===== src/csf_pkg.sv =====
`default_nettype none

package csf_pkg;

   // ----------------------------------------------------------------
   // register map
   // ----------------------------------------------------------------
   localparam logic [7:0] CTRL_OFF = 8'h00;
   localparam logic [7:0] TXD_OFF  = 8'h04;
   localparam logic [7:0] STAT_OFF = 8'h08;
   localparam logic [8:0] CTRL_RST = 9'h000;

   // ----------------------------------------------------------------
   // serial format and frame geometry
   // ----------------------------------------------------------------
   typedef enum logic [1:0] {
      CSF_F1 = 2'b00,
      CSF_F2 = 2'b01,
      CSF_F3 = 2'b11,
      CSF_F4 = 2'b10
   } csf_fmt_t;

   localparam logic [3:0] LOG32  = 4'h5;
   localparam logic [3:0] LOG64  = 4'h6;
   localparam logic [3:0] LOG128 = 4'h7;
   localparam logic [3:0] LOG256 = 4'h8;
   localparam logic [5:0] VER_LO = 6'h1c;  // bit 29 counted from 1
   localparam logic [5:0] CDO_LO = 6'h10;  // bit 17 counted from 1
   localparam logic [1:0] RUN_START = 2'h2; // bit clocks of sync high
   localparam int         BCLK_HALF = 4;    // pclk cycles per half bit clock
   localparam int         FIFO_DEPTH = 4;

   // log2 of frame length in bits
   function automatic logic [3:0] frame_log(input csf_fmt_t f,
                                            input logic m,
                                            input logic [1:0] sel);
      logic [3:0] r;
      r = LOG256;
      case (f)
         CSF_F3: begin
            r = (sel == 2'h0) ? LOG64 : (m || sel == 2'h1) ? LOG128 : LOG256;
         end
         CSF_F4: begin
            r = (sel == 2'h0) ? LOG32 : (m || sel == 2'h1) ? LOG64 : LOG128;
         end
         default: r = LOG256;
      endcase
      return r;
   endfunction

endpackage

`default_nettype wire


===== src/csf_fifo_if.sv =====
`default_nettype none

interface csf_fifo_if #(parameter int W = 32);
   logic [W-1:0] in_data;
   logic         in_valid;
   logic         in_ready;
   logic [W-1:0] out_data;
   logic         out_valid;
   logic         out_ready;
   modport fifo (input in_data, in_valid, out_ready,
                 output in_ready, out_data, out_valid);
   modport user (output in_data, in_valid, out_ready,
                 input in_ready, out_data, out_valid);
endinterface

`default_nettype wire


===== src/csf_frame_slot.sv =====
// The placing of the registers and the APB register port are this design's own decisions.
`default_nettype none

module csf_frame_slot #(
   parameter logic [3:0] VERSION = 4'h1
) (
   input  wire logic        pclk,
   input  wire logic        presetn,
   input  wire logic [7:0]  paddr,
   input  wire logic        psel,
   input  wire logic        penable,
   input  wire logic        pwrite,
   input  wire logic [31:0] pwdata,
   output logic [31:0]      prdata,
   output logic             pready,
   output logic             pslverr,
   input  wire logic        bit_clock_in,
   output logic             bit_clock_out,
   output logic             bit_clock_oe,
   input  wire logic        frame_sync_in,
   output logic             frame_sync_out,
   output logic             frame_sync_oe,
   output logic             serial_data_out,
   output logic             unbuffered_serial_out,
   output logic             unbuffered_serial_oe,
   output logic             control_data_out
);

   // ----------------------------------------------------------------
   // configuration and decode
   // ----------------------------------------------------------------
   logic [8:0]       ctrl_reg;
   csf_pkg::csf_fmt_t fmt;
   logic             master;
   logic             fmt34;
   logic [3:0]       sub_log;
   logic [3:0]       fr_log;
   logic [1:0]       nsub_log;
   logic [1:0]       slot;
   logic [7:0]       fr_last;

   // a floating third select arrives as low, keeping formats 1 to 3
   always_comb begin
      if (ctrl_reg[2]) begin
         fmt = csf_pkg::CSF_F4;
      end else begin
         case (ctrl_reg[1:0])
            2'h0:    fmt = csf_pkg::CSF_F1;
            2'h1:    fmt = csf_pkg::CSF_F2;
            default: fmt = csf_pkg::CSF_F3;
         endcase
      end
   end

   // geometry of frame and sub-frame
   assign fmt34    = fmt == csf_pkg::CSF_F3 || fmt == csf_pkg::CSF_F4;
   assign master   = ctrl_reg[3] && fmt34;
   assign sub_log  = (fmt == csf_pkg::CSF_F4) ? csf_pkg::LOG32
                                               : csf_pkg::LOG64;
   assign fr_log   = csf_pkg::frame_log(fmt, master, ctrl_reg[5:4]);
   assign nsub_log = 2'(fr_log - sub_log);
   assign fr_last  = 8'((9'h001 << fr_log) - 9'h001);

   // slot choice by the number of sub-frames present
   always_comb begin
      case (nsub_log)
         2'h2:    slot = ctrl_reg[7:6];
         2'h1:    slot = {1'b0, |ctrl_reg[7:6]};
         default: slot = 2'h0;
      endcase
   end

   // ----------------------------------------------------------------
   // bit clock and frame sync sampling
   // ----------------------------------------------------------------
   logic       bclk_s;
   logic       fs_s;
   logic       bclk_d_reg;
   logic [2:0] div_reg;
   logic       tick;
   logic       bit_rise;

   csf_sync3 u_bclk_sync (
      .pclk    (pclk),
      .presetn (presetn),
      .d       (bit_clock_in),
      .q       (bclk_s)
   );

   csf_sync3 u_fs_sync (
      .pclk    (pclk),
      .presetn (presetn),
      .d       (frame_sync_in),
      .q       (fs_s)
   );

   // host clocks must track pclk, else edges get lost here
   always_ff @(posedge pclk or negedge presetn) begin
      if (!presetn) begin
         bclk_d_reg <= 1'b0;
      end else begin
         bclk_d_reg <= bclk_s;
      end
   end

   // master bit clock is a divider of pclk
   assign tick = div_reg == 3'(csf_pkg::BCLK_HALF - 1);

   always_ff @(posedge pclk or negedge presetn) begin
      if (!presetn) begin
         div_reg       <= 3'h0;
         bit_clock_out <= 1'b0;
      end else if (!master) begin
         div_reg       <= 3'h0;
         bit_clock_out <= 1'b0;
      end else begin
         div_reg <= tick ? 3'h0 : div_reg + 3'h1;
         if (tick) begin
            bit_clock_out <= !bit_clock_out;
         end
      end
   end

   assign bit_rise = master ? (tick && !bit_clock_out)
                            : (bclk_s && !bclk_d_reg);

   // ----------------------------------------------------------------
   // frame start detection
   // ----------------------------------------------------------------
   logic       fs_prev_reg;
   logic [1:0] run_reg;
   logic [7:0] pos_reg;
   logic       valid_reg;
   logic       start_sl;
   logic       start;

   // fmt 1/2 wait two high bit clocks; no per-word pulses are needed
   assign start_sl = fmt34 ? (fs_s && !fs_prev_reg)
                           : (fs_s && run_reg == 2'(csf_pkg::RUN_START - 1));
   assign start    = master ? (!valid_reg || pos_reg == fr_last) : start_sl;

   // sync sampled once per bit clock
   always_ff @(posedge pclk or negedge presetn) begin
      if (!presetn) begin
         fs_prev_reg <= 1'b0;
         run_reg     <= 2'h0;
      end else if (bit_rise) begin
         fs_prev_reg <= fs_s;
         if (!fs_s) begin
            run_reg <= 2'h0;
         end else if (run_reg != csf_pkg::RUN_START) begin
            run_reg <= run_reg + 2'h1;
         end
      end
   end

   // ----------------------------------------------------------------
   // bit position and slot tracking
   // ----------------------------------------------------------------
   logic [7:0]  pos_next;
   logic        valid_next;
   logic [1:0]  sub_next;
   logic [5:0]  bit_next;
   logic        mine_next;
   logic [5:0]  sub_mask;

   assign sub_mask = (fmt == csf_pkg::CSF_F4) ? 6'h1f : 6'h3f;

   // a slave frame ends after its last bit and waits for sync
   always_comb begin
      pos_next   = pos_reg;
      valid_next = valid_reg;
      if (start) begin
         pos_next   = 8'h00;
         valid_next = 1'b1;
      end else if (valid_reg) begin
         pos_next = pos_reg + 8'h01;
         if (pos_reg == fr_last) begin
            valid_next = 1'b0;
         end
      end
   end

   // slot index counted from the frame start
   assign sub_next  = 2'(pos_next >> sub_log);
   assign bit_next  = pos_next[5:0] & sub_mask;
   assign mine_next = valid_next && sub_next == slot;

   always_ff @(posedge pclk or negedge presetn) begin
      if (!presetn) begin
         pos_reg   <= 8'h00;
         valid_reg <= 1'b0;
      end else if (bit_rise) begin
         pos_reg   <= pos_next;
         valid_reg <= valid_next;
      end
   end

   // ----------------------------------------------------------------
   // sample buffer and shifter
   // ----------------------------------------------------------------
   csf_fifo_if #(.W(32)) fq ();
   logic [31:0] word_reg;
   logic [31:0] word_next;
   logic        sd_bit;
   logic        cd_bit;
   logic        apb_wr_txd;

   csf_fifo #(
      .W     (32),
      .DEPTH (csf_pkg::FIFO_DEPTH)
   ) u_fifo (
      .pclk    (pclk),
      .presetn (presetn),
      .f       (fq.fifo)
   );

   // one word per frame; an empty buffer sends silence
   assign fq.out_ready = bit_rise && start;
   assign word_next = !start ? word_reg : fq.out_valid ? fq.out_data : 32'h0000_0000;

   always_ff @(posedge pclk or negedge presetn) begin
      if (!presetn) begin
         word_reg <= 32'h0000_0000;
      end else if (bit_rise) begin
         word_reg <= word_next;
      end
   end

   // data bit for the next bit period
   always_comb begin
      sd_bit = 1'b0;
      cd_bit = 1'b0;
      if (fmt == csf_pkg::CSF_F4) begin
         sd_bit = word_next[5'(5'h1f - bit_next[4:0])];
         if (bit_next[5:2] == csf_pkg::CDO_LO[5:2]) begin
            cd_bit = VERSION[2'(2'h3 - bit_next[1:0])];
         end
      end else if (bit_next[5:2] == csf_pkg::VER_LO[5:2]) begin
         sd_bit = VERSION[2'(2'h3 - bit_next[1:0])];
      end else if (bit_next < csf_pkg::VER_LO) begin
         sd_bit = word_next[5'(5'h1f - bit_next[4:0])];
      end
   end

   // outputs move on the rising bit clock, host samples on the next rise
   always_ff @(posedge pclk or negedge presetn) begin
      if (!presetn) begin
         serial_data_out       <= 1'b0;
         unbuffered_serial_out <= 1'b0;
         unbuffered_serial_oe  <= 1'b0;
         control_data_out      <= 1'b0;
         frame_sync_out        <= 1'b0;
      end else if (bit_rise) begin
         serial_data_out       <= mine_next && sd_bit;
         unbuffered_serial_out <= mine_next && sd_bit;
         unbuffered_serial_oe  <= mine_next;
         control_data_out      <= mine_next && cd_bit;
         frame_sync_out        <= master && start;
      end
   end

   assign bit_clock_oe  = master;
   assign frame_sync_oe = master;

   // ----------------------------------------------------------------
   // apb slave
   // ----------------------------------------------------------------
   logic apb_acc;
   logic mapped;

   assign apb_acc    = psel && penable;
   assign mapped     = paddr == csf_pkg::CTRL_OFF || paddr == csf_pkg::TXD_OFF
                       || paddr == csf_pkg::STAT_OFF;
   assign apb_wr_txd = apb_acc && pwrite && paddr == csf_pkg::TXD_OFF;
   // a full buffer stalls the master instead of dropping samples
   assign pready     = !(apb_wr_txd && !fq.in_ready);
   assign pslverr    = apb_acc && !mapped;
   assign fq.in_valid = apb_wr_txd;
   assign fq.in_data  = pwdata;

   // control writes take effect at the access edge
   always_ff @(posedge pclk or negedge presetn) begin
      if (!presetn) begin
         ctrl_reg <= csf_pkg::CTRL_RST;
      end else if (apb_acc && pwrite && paddr == csf_pkg::CTRL_OFF) begin
         ctrl_reg <= pwdata[8:0];
      end
   end

   // read data captured in the setup cycle
   always_ff @(posedge pclk or negedge presetn) begin
      if (!presetn) begin
         prdata <= 32'h0000_0000;
      end else if (psel && !penable) begin
         case (paddr)
            csf_pkg::CTRL_OFF: prdata <= {23'h000000, ctrl_reg};
            csf_pkg::STAT_OFF: prdata <= {16'h0000, VERSION, !fq.in_ready,
                                           !fq.out_valid, master, fmt,
                                           nsub_log, slot, 2'(pos_reg >> sub_log),
                                           valid_reg};
            default:           prdata <= 32'h0000_0000;
         endcase
      end
   end

   // ----------------------------------------------------------------
   // checks
   // ----------------------------------------------------------------
   logic [5:0] bit_q;
   logic [1:0] sub_q;

   assign bit_q = pos_reg[5:0] & sub_mask;
   assign sub_q = 2'(pos_reg >> sub_log);

   // the output on show belongs to the position held since the last rise
   version_bits_a: assert property (@(posedge pclk) disable iff (!presetn)
      (bit_rise && $stable(ctrl_reg) && valid_reg && sub_q == slot
      && fmt != csf_pkg::CSF_F4 && bit_q[5:2] == csf_pkg::VER_LO[5:2])
      |-> serial_data_out == VERSION[2'(2'h3 - bit_q[1:0])])
      else $error("version field wrong on serial data");

   low_select_a: assert property (@(posedge pclk) disable iff (!presetn)
      !ctrl_reg[2] |-> fmt != csf_pkg::CSF_F4)
      else $error("format four without third select");

   edge_start_a: assert property (@(posedge pclk) disable iff (!presetn)
      (bit_rise && !master && fmt34 && fs_s && !fs_prev_reg)
      |=> (pos_reg == 8'h00 && valid_reg))
      else $error("sync edge did not start frame");

   two_bit_start_a: assert property (@(posedge pclk) disable iff (!presetn)
      (bit_rise && !fmt34 && fs_s && run_reg == 2'(csf_pkg::RUN_START - 1))
      |=> (pos_reg == 8'h00 && valid_reg))
      else $error("two-bit sync not taken as start");

   sub_width_a: assert property (@(posedge pclk) disable iff (!presetn)
      sub_mask == ((fmt == csf_pkg::CSF_F4) ? 6'h1f : 6'h3f)
      && (fmt34 || fr_log == csf_pkg::LOG256))
      else $error("sub-frame or frame width wrong");

   master_len_a: assert property (@(posedge pclk) disable iff (!presetn)
      (master && fmt == csf_pkg::CSF_F4) |-> fr_log <= csf_pkg::LOG64)
      else $error("master format four frame too long");

   single_slot_a: assert property (@(posedge pclk) disable iff (!presetn)
      nsub_log == 2'h0 |-> slot == 2'h0)
      else $error("slot select not ignored");

   slot_release_a: assert property (@(posedge pclk) disable iff (!presetn)
      (unbuffered_serial_oe && $stable(ctrl_reg)) |-> (valid_reg && sub_q == slot))
      else $error("unbuffered output driven outside slot");

   slave_only_a: assert property (@(posedge pclk) disable iff (!presetn)
      !fmt34 |-> (!bit_clock_oe && !frame_sync_oe))
      else $error("format one or two drives sync");

   restart_a: assert property (@(posedge pclk) disable iff (!presetn)
      (bit_rise && start) |=> (pos_reg == 8'h00 && word_reg == $past(word_next)))
      else $error("position not restarted");

endmodule // csf_frame_slot

`default_nettype wire


===== src/csf_fifo.sv =====
`default_nettype none

module csf_fifo #(
   parameter int W     = 32,
   parameter int DEPTH = csf_pkg::FIFO_DEPTH
) (
   input  wire logic pclk,
   input  wire logic presetn,
   csf_fifo_if.fifo  f
);
   localparam int AW = $clog2(DEPTH);

   logic [W-1:0] mem [DEPTH];
   logic [AW-1:0] wr_reg;
   logic [AW-1:0] rd_reg;
   logic [AW:0]   cnt_reg;
   logic          push;
   logic          pop;

   // honest flags straight from the count
   assign f.in_ready  = cnt_reg != (AW+1)'(DEPTH);
   assign f.out_valid = cnt_reg != '0;
   assign f.out_data  = mem[rd_reg];
   assign push = f.in_valid && f.in_ready;
   assign pop  = f.out_ready && f.out_valid;

   // storage has no reset, only pointers and count do
   always_ff @(posedge pclk) begin
      if (push) begin
         mem[wr_reg] <= f.in_data;
      end
   end

   // pointers wrap at depth
   always_ff @(posedge pclk or negedge presetn) begin
      if (!presetn) begin
         wr_reg  <= '0;
         rd_reg  <= '0;
         cnt_reg <= '0;
      end else begin
         if (push) begin
            wr_reg <= (wr_reg == AW'(DEPTH - 1)) ? '0 : wr_reg + 1'b1;
         end
         if (pop) begin
            rd_reg <= (rd_reg == AW'(DEPTH - 1)) ? '0 : rd_reg + 1'b1;
         end
         cnt_reg <= cnt_reg + (AW+1)'(push) - (AW+1)'(pop);
      end
   end

   fill_bound_a: assert property (@(posedge pclk) disable iff (!presetn)
      cnt_reg <= (AW+1)'(DEPTH)) else $error("fifo count past depth");

endmodule // csf_fifo

`default_nettype wire


===== src/csf_sync3.sv =====
`default_nettype none

module csf_sync3 (
   input  wire logic pclk,
   input  wire logic presetn,
   input  wire logic d,
   output logic      q
);
   logic s1_reg;
   logic s2_reg;
   logic s3_reg;

   // three stages; a change counts once stages two and three agree
   always_ff @(posedge pclk or negedge presetn) begin
      if (!presetn) begin
         s1_reg <= 1'b0;
         s2_reg <= 1'b0;
         s3_reg <= 1'b0;
         q      <= 1'b0;
      end else begin
         s1_reg <= d;
         s2_reg <= s1_reg;
         s3_reg <= s2_reg;
         if (s2_reg == s3_reg) begin
            q <= s3_reg;
         end
      end
   end

endmodule // csf_sync3

`default_nettype wire


===== config.mk =====
export PLATFORM = sky130hd
export DESIGN_NAME = csf_frame_slot
export DESIGN_NICKNAME = d
export VERILOG_FILES = /design/src/csf_pkg.sv /design/src/csf_fifo_if.sv /design/src/csf_frame_slot.sv /design/src/csf_fifo.sv /design/src/csf_sync3.sv
export SDC_FILE = /design/constraint.sdc
export NUM_CORES = 1
export LEC_CHECK = 0
export BUFFER_PORTS_ARGS = -buffer_cell sky130_fd_sc_hd__clkbuf_2
export CAP_MARGIN = 20
export CORE_ASPECT_RATIO = 0.7
export CORE_UTILIZATION = 49
export DETAILED_ROUTE_END_ITERATION = 10
export GPL_ROUTABILITY_DRIVEN = 0
export HOLD_SLACK_MARGIN = 0.05
export PLACE_DENSITY = 0.68
export SLEW_MARGIN = 20
export SYNTH_ARGS = -nofsm -noshare
export SYNTH_HDL_FRONTEND = slang
export SYNTH_SLANG_ARGS = --single-unit

===== constraint.sdc =====
create_clock -name pclk -period 6.1 [get_ports pclk]
set_clock_uncertainty 0.1 [all_clocks]
set_input_delay 1.22 -clock pclk [delete_from_list [all_inputs] [get_ports pclk]]
set_output_delay 1.22 -clock pclk [all_outputs]
set_load 0.05 [all_outputs]

==> qor.yml <==
required_ns: 4.78
synth_seq_area_share: 0.639
power_frac_clock: 0.301
r2r_cells: 10
viasPerCell: 5.41
antenna_found_initial: 0
htreeDepth: 1
cp.arrival_ns: 2.49
crit_chain: "clkbuf_2 -> nor3b_1 -> nand4_1 -> or2_2 -> clkbuf_2"
synthCells: 673
slew_violations: 0
cts-root-buf: "clkbuf_16"
insertedDiodeCount: 0
fp.dieArea_um2: 20000
ant_nets: 0
worstMarginPinSlew_ns: 0.919
comb_power_share: 0.265
holdCritStartpoint: "u_fs_sync.s1_reg"
fin_crit_sh: 0.624
path_depth: 5
cts-resized-gates: 0
cpMaxStageDelayCell: "nor3b_1"
power_frac_seq: 0.435
critPathCaptureType: "output port"
cap_violations: 0
intPower_w: 0.00300
wl_per_cell_um: 18.0
path_delay_family: "simple AND/OR/NAND/NOR gates"
dieHeight_um: 119
path_common_cell: "clkbuf_2"
grt_pass1_vias: 5471
vias: 5485
rsz0062_at_grt: "no"
async_flop_share: 0.413
placed_area_um2: 10000
ys_warn_count: 0
syn_avg_cell_area_um2: 14.2
ys_seq_elements: 218
crit_start: "paddr[3]"
post_cts_buffers: 0
core_area_um2: 19000
synth.cell_area_um2: 9540
die-width_um: 169
layout-drive-gt1-share: 0.246
area_growth_pct: 12.4
r2r-end: "u_fifo.cnt_reg[1]"
nets: 796
largest_reg_flops: 128
holdBufCountCts: 0
initial_core_util: 0.503
slew_headroom: 0.387
p_leak_nw: 4.26
grt_usage: 0.191
crit_fanout: 18
worstHoldPathType: "register to register"
path_clk_slew_ns: 0.06
synth_edf_count: 128
hold_violations: 0
grt_pass1_wl_mm: 29.6
outcome: "finished, final reports clean"
p_switching_w: 0.00128
grt_overflow_total: 0
drtIter0Drc: 287
max_stage_delay_ns: 0.33
cp-endpoint: "pready"
ys_types: 66
synthFlopType: "edfxtp_1"
pin_count: 89
post-dp-hpwl_mm: 11.7
r2r_setup_slack_ns: 2.61
first_pass_iters: 6
tns_ns: 0
wl_mm: 18.3
p_sw_frac: 0.300
insertion_delay_ns: 0.49
cts_buffer_depth: 3
route.detailed.drc: 0
cp_num_buf_inv: 2
cts_tree: "done"
port_buffers: 69
peakVddDrop_mv: 0.219
hold_ws_ns: 0.249
final_area_um2: 10700
critical_path_class: "input port to output port"
cp-start-kind: "input port"
power.density_nw_per_um2: 399
num_rows: 42
grt_max_degree: 66
cts_buffers: 22
clock_sinks: 218
min_period_ns: 3.81
r2r-start: "ctrl_reg[2]"
setup_viol: 0
fmax_mhz: 263
power by group through the flow:
stage               combinational (W)  clock, W  sequential (W)
floorplan                    0.000899         0         0.00185
global placement              0.00111         0         0.00188
finish                        0.00113   0.00129         0.00186
CTS                           0.00115   0.00131         0.00186
global route                  0.00124   0.00137         0.00188
detailed placement            0.00114         0         0.00188
Yosys cell counts, drive strengths merged (10+ instances only):
master / n / area share
o21ai: 51 / 0.028
inv: 14 / 0.0055
mux2i: 10 / 0.010
a21oi: 10 / 0.0052
buf: 37 / 0.026
ha: 15 / 0.020
edfxtp: 128 / 0.40
dfrtp: 90 / 0.24
mux2: 19 / 0.022
clkbuf: 25 / 0.0098
nor2: 20 / 0.0079
xnor2: 10 / 0.010
mux4: 38 / 0.090
nand2: 105 / 0.041
o31ai: 16 / 0.013
cell families after synthesis:
kind of cell / synth area share
AOI/OAI and AO/OA: 0.0684
xor gates and xnor gates: 0.0184
adders and majority gates: 0.0239
buffers and inverters: 0.0409
DFF: 0.639
muxes: 0.123
other: 0.000787
and+or+nand+nor: 0.0864
worst reg2reg max path: stages (launching register included):
cell	delay [ns]
dfrtp_1	0.81
or3b_4	0.49
a211oi_2	0.21
xnor2_1	0.22
a31oi_4	0.15
o22a_2	0.26
nor2b_2	0.19
ha_1	0.25
inv_1	0.06
ha_1	0.18
fa_1	0.43
metal layers:
metal	wire length, um	up-vias	part of all wire	global-route usage
li1	-	2548	-	-
met1	9020	2760	0.49	0.294
met2	8150	156	0.45	0.290
met3	828	21	0.045	0.0278
met4	286	0	0.016	0.0398
met5	0	-	0	0
stage by stage:
step,util,std cells,worst slack (ns),total power (W)
2_1_floorplan,-,692,2.25,0.00275
3_3_place_gp,0.529,973,2.35,0.00299
3_5_place_dp,0.529,973,2.30,0.00302
4_1_cts,0.566,1013,2.28,0.00431
5_1_grt,0.566,1013,2.22,0.00449
6_report,0.566,1013,2.29,0.00428
how the worst min path moves through the flow:
| stage | endpoint | slack (ns) | cells after the start |
|---|---|---|---|
| 6_report | u_fs_sync.s2_reg | 0.25 | 0 |
| 3_3_place_gp | u_bclk_sync.s2_reg | 0.24 | 0 |
| 3_5_place_dp | u_fs_sync.s2_reg | 0.24 | 0 |
| 4_1_cts | u_fs_sync.s2_reg | 0.25 | 0 |
| 5_1_grt | u_bclk_sync.s2_reg | 0.26 | 0 |
| 2_1_floorplan | u_bclk_sync.s2_reg | 0.23 | 0 |
cell type report:
cell class / count / area [um2]
Fill cell: 1474 / 8240
Timing Repair Buffer: 79 / 423
Inverter: 14 / 52.6
Tap cell: 264 / 330
Clock buffer: 35 / 672
Multi-Input combinational cell: 398 / 3130
Sequential cell: 218 / 6100
Clock inverter: 5 / 23.8
placed cells by master (no fill, tap or decap), drive strengths merged, types with 3 or more instances in the layout:
master / netlist / routed
edfxtp: 128 / 128
nand2: 105 / 105
clkbuf: 25 / 103
dfrtp: 90 / 90
o21ai: 51 / 51
mux4: 38 / 38
conb: 2 / 21
nor2: 20 / 20
mux2: 19 / 19
o31ai: 16 / 16
ha: 15 / 15
inv: 14 / 14
buf: 37 / 11
a21oi: 10 / 10
mux2i: 10 / 10
xnor2: 10 / 10
and2: 9 / 9
xor2: 7 / 7
nor3: 6 / 6
nand3: 6 / 6
nor2b: 5 / 5
clkinv: 0 / 5
nand2b: 4 / 4
o41ai: 4 / 4
nor3b: 3 / 3
nand4: 3 / 3
nand3b: 3 / 3
or2: 3 / 3
a31oi: 3 / 3
Power figures use the tool's default switching activity.
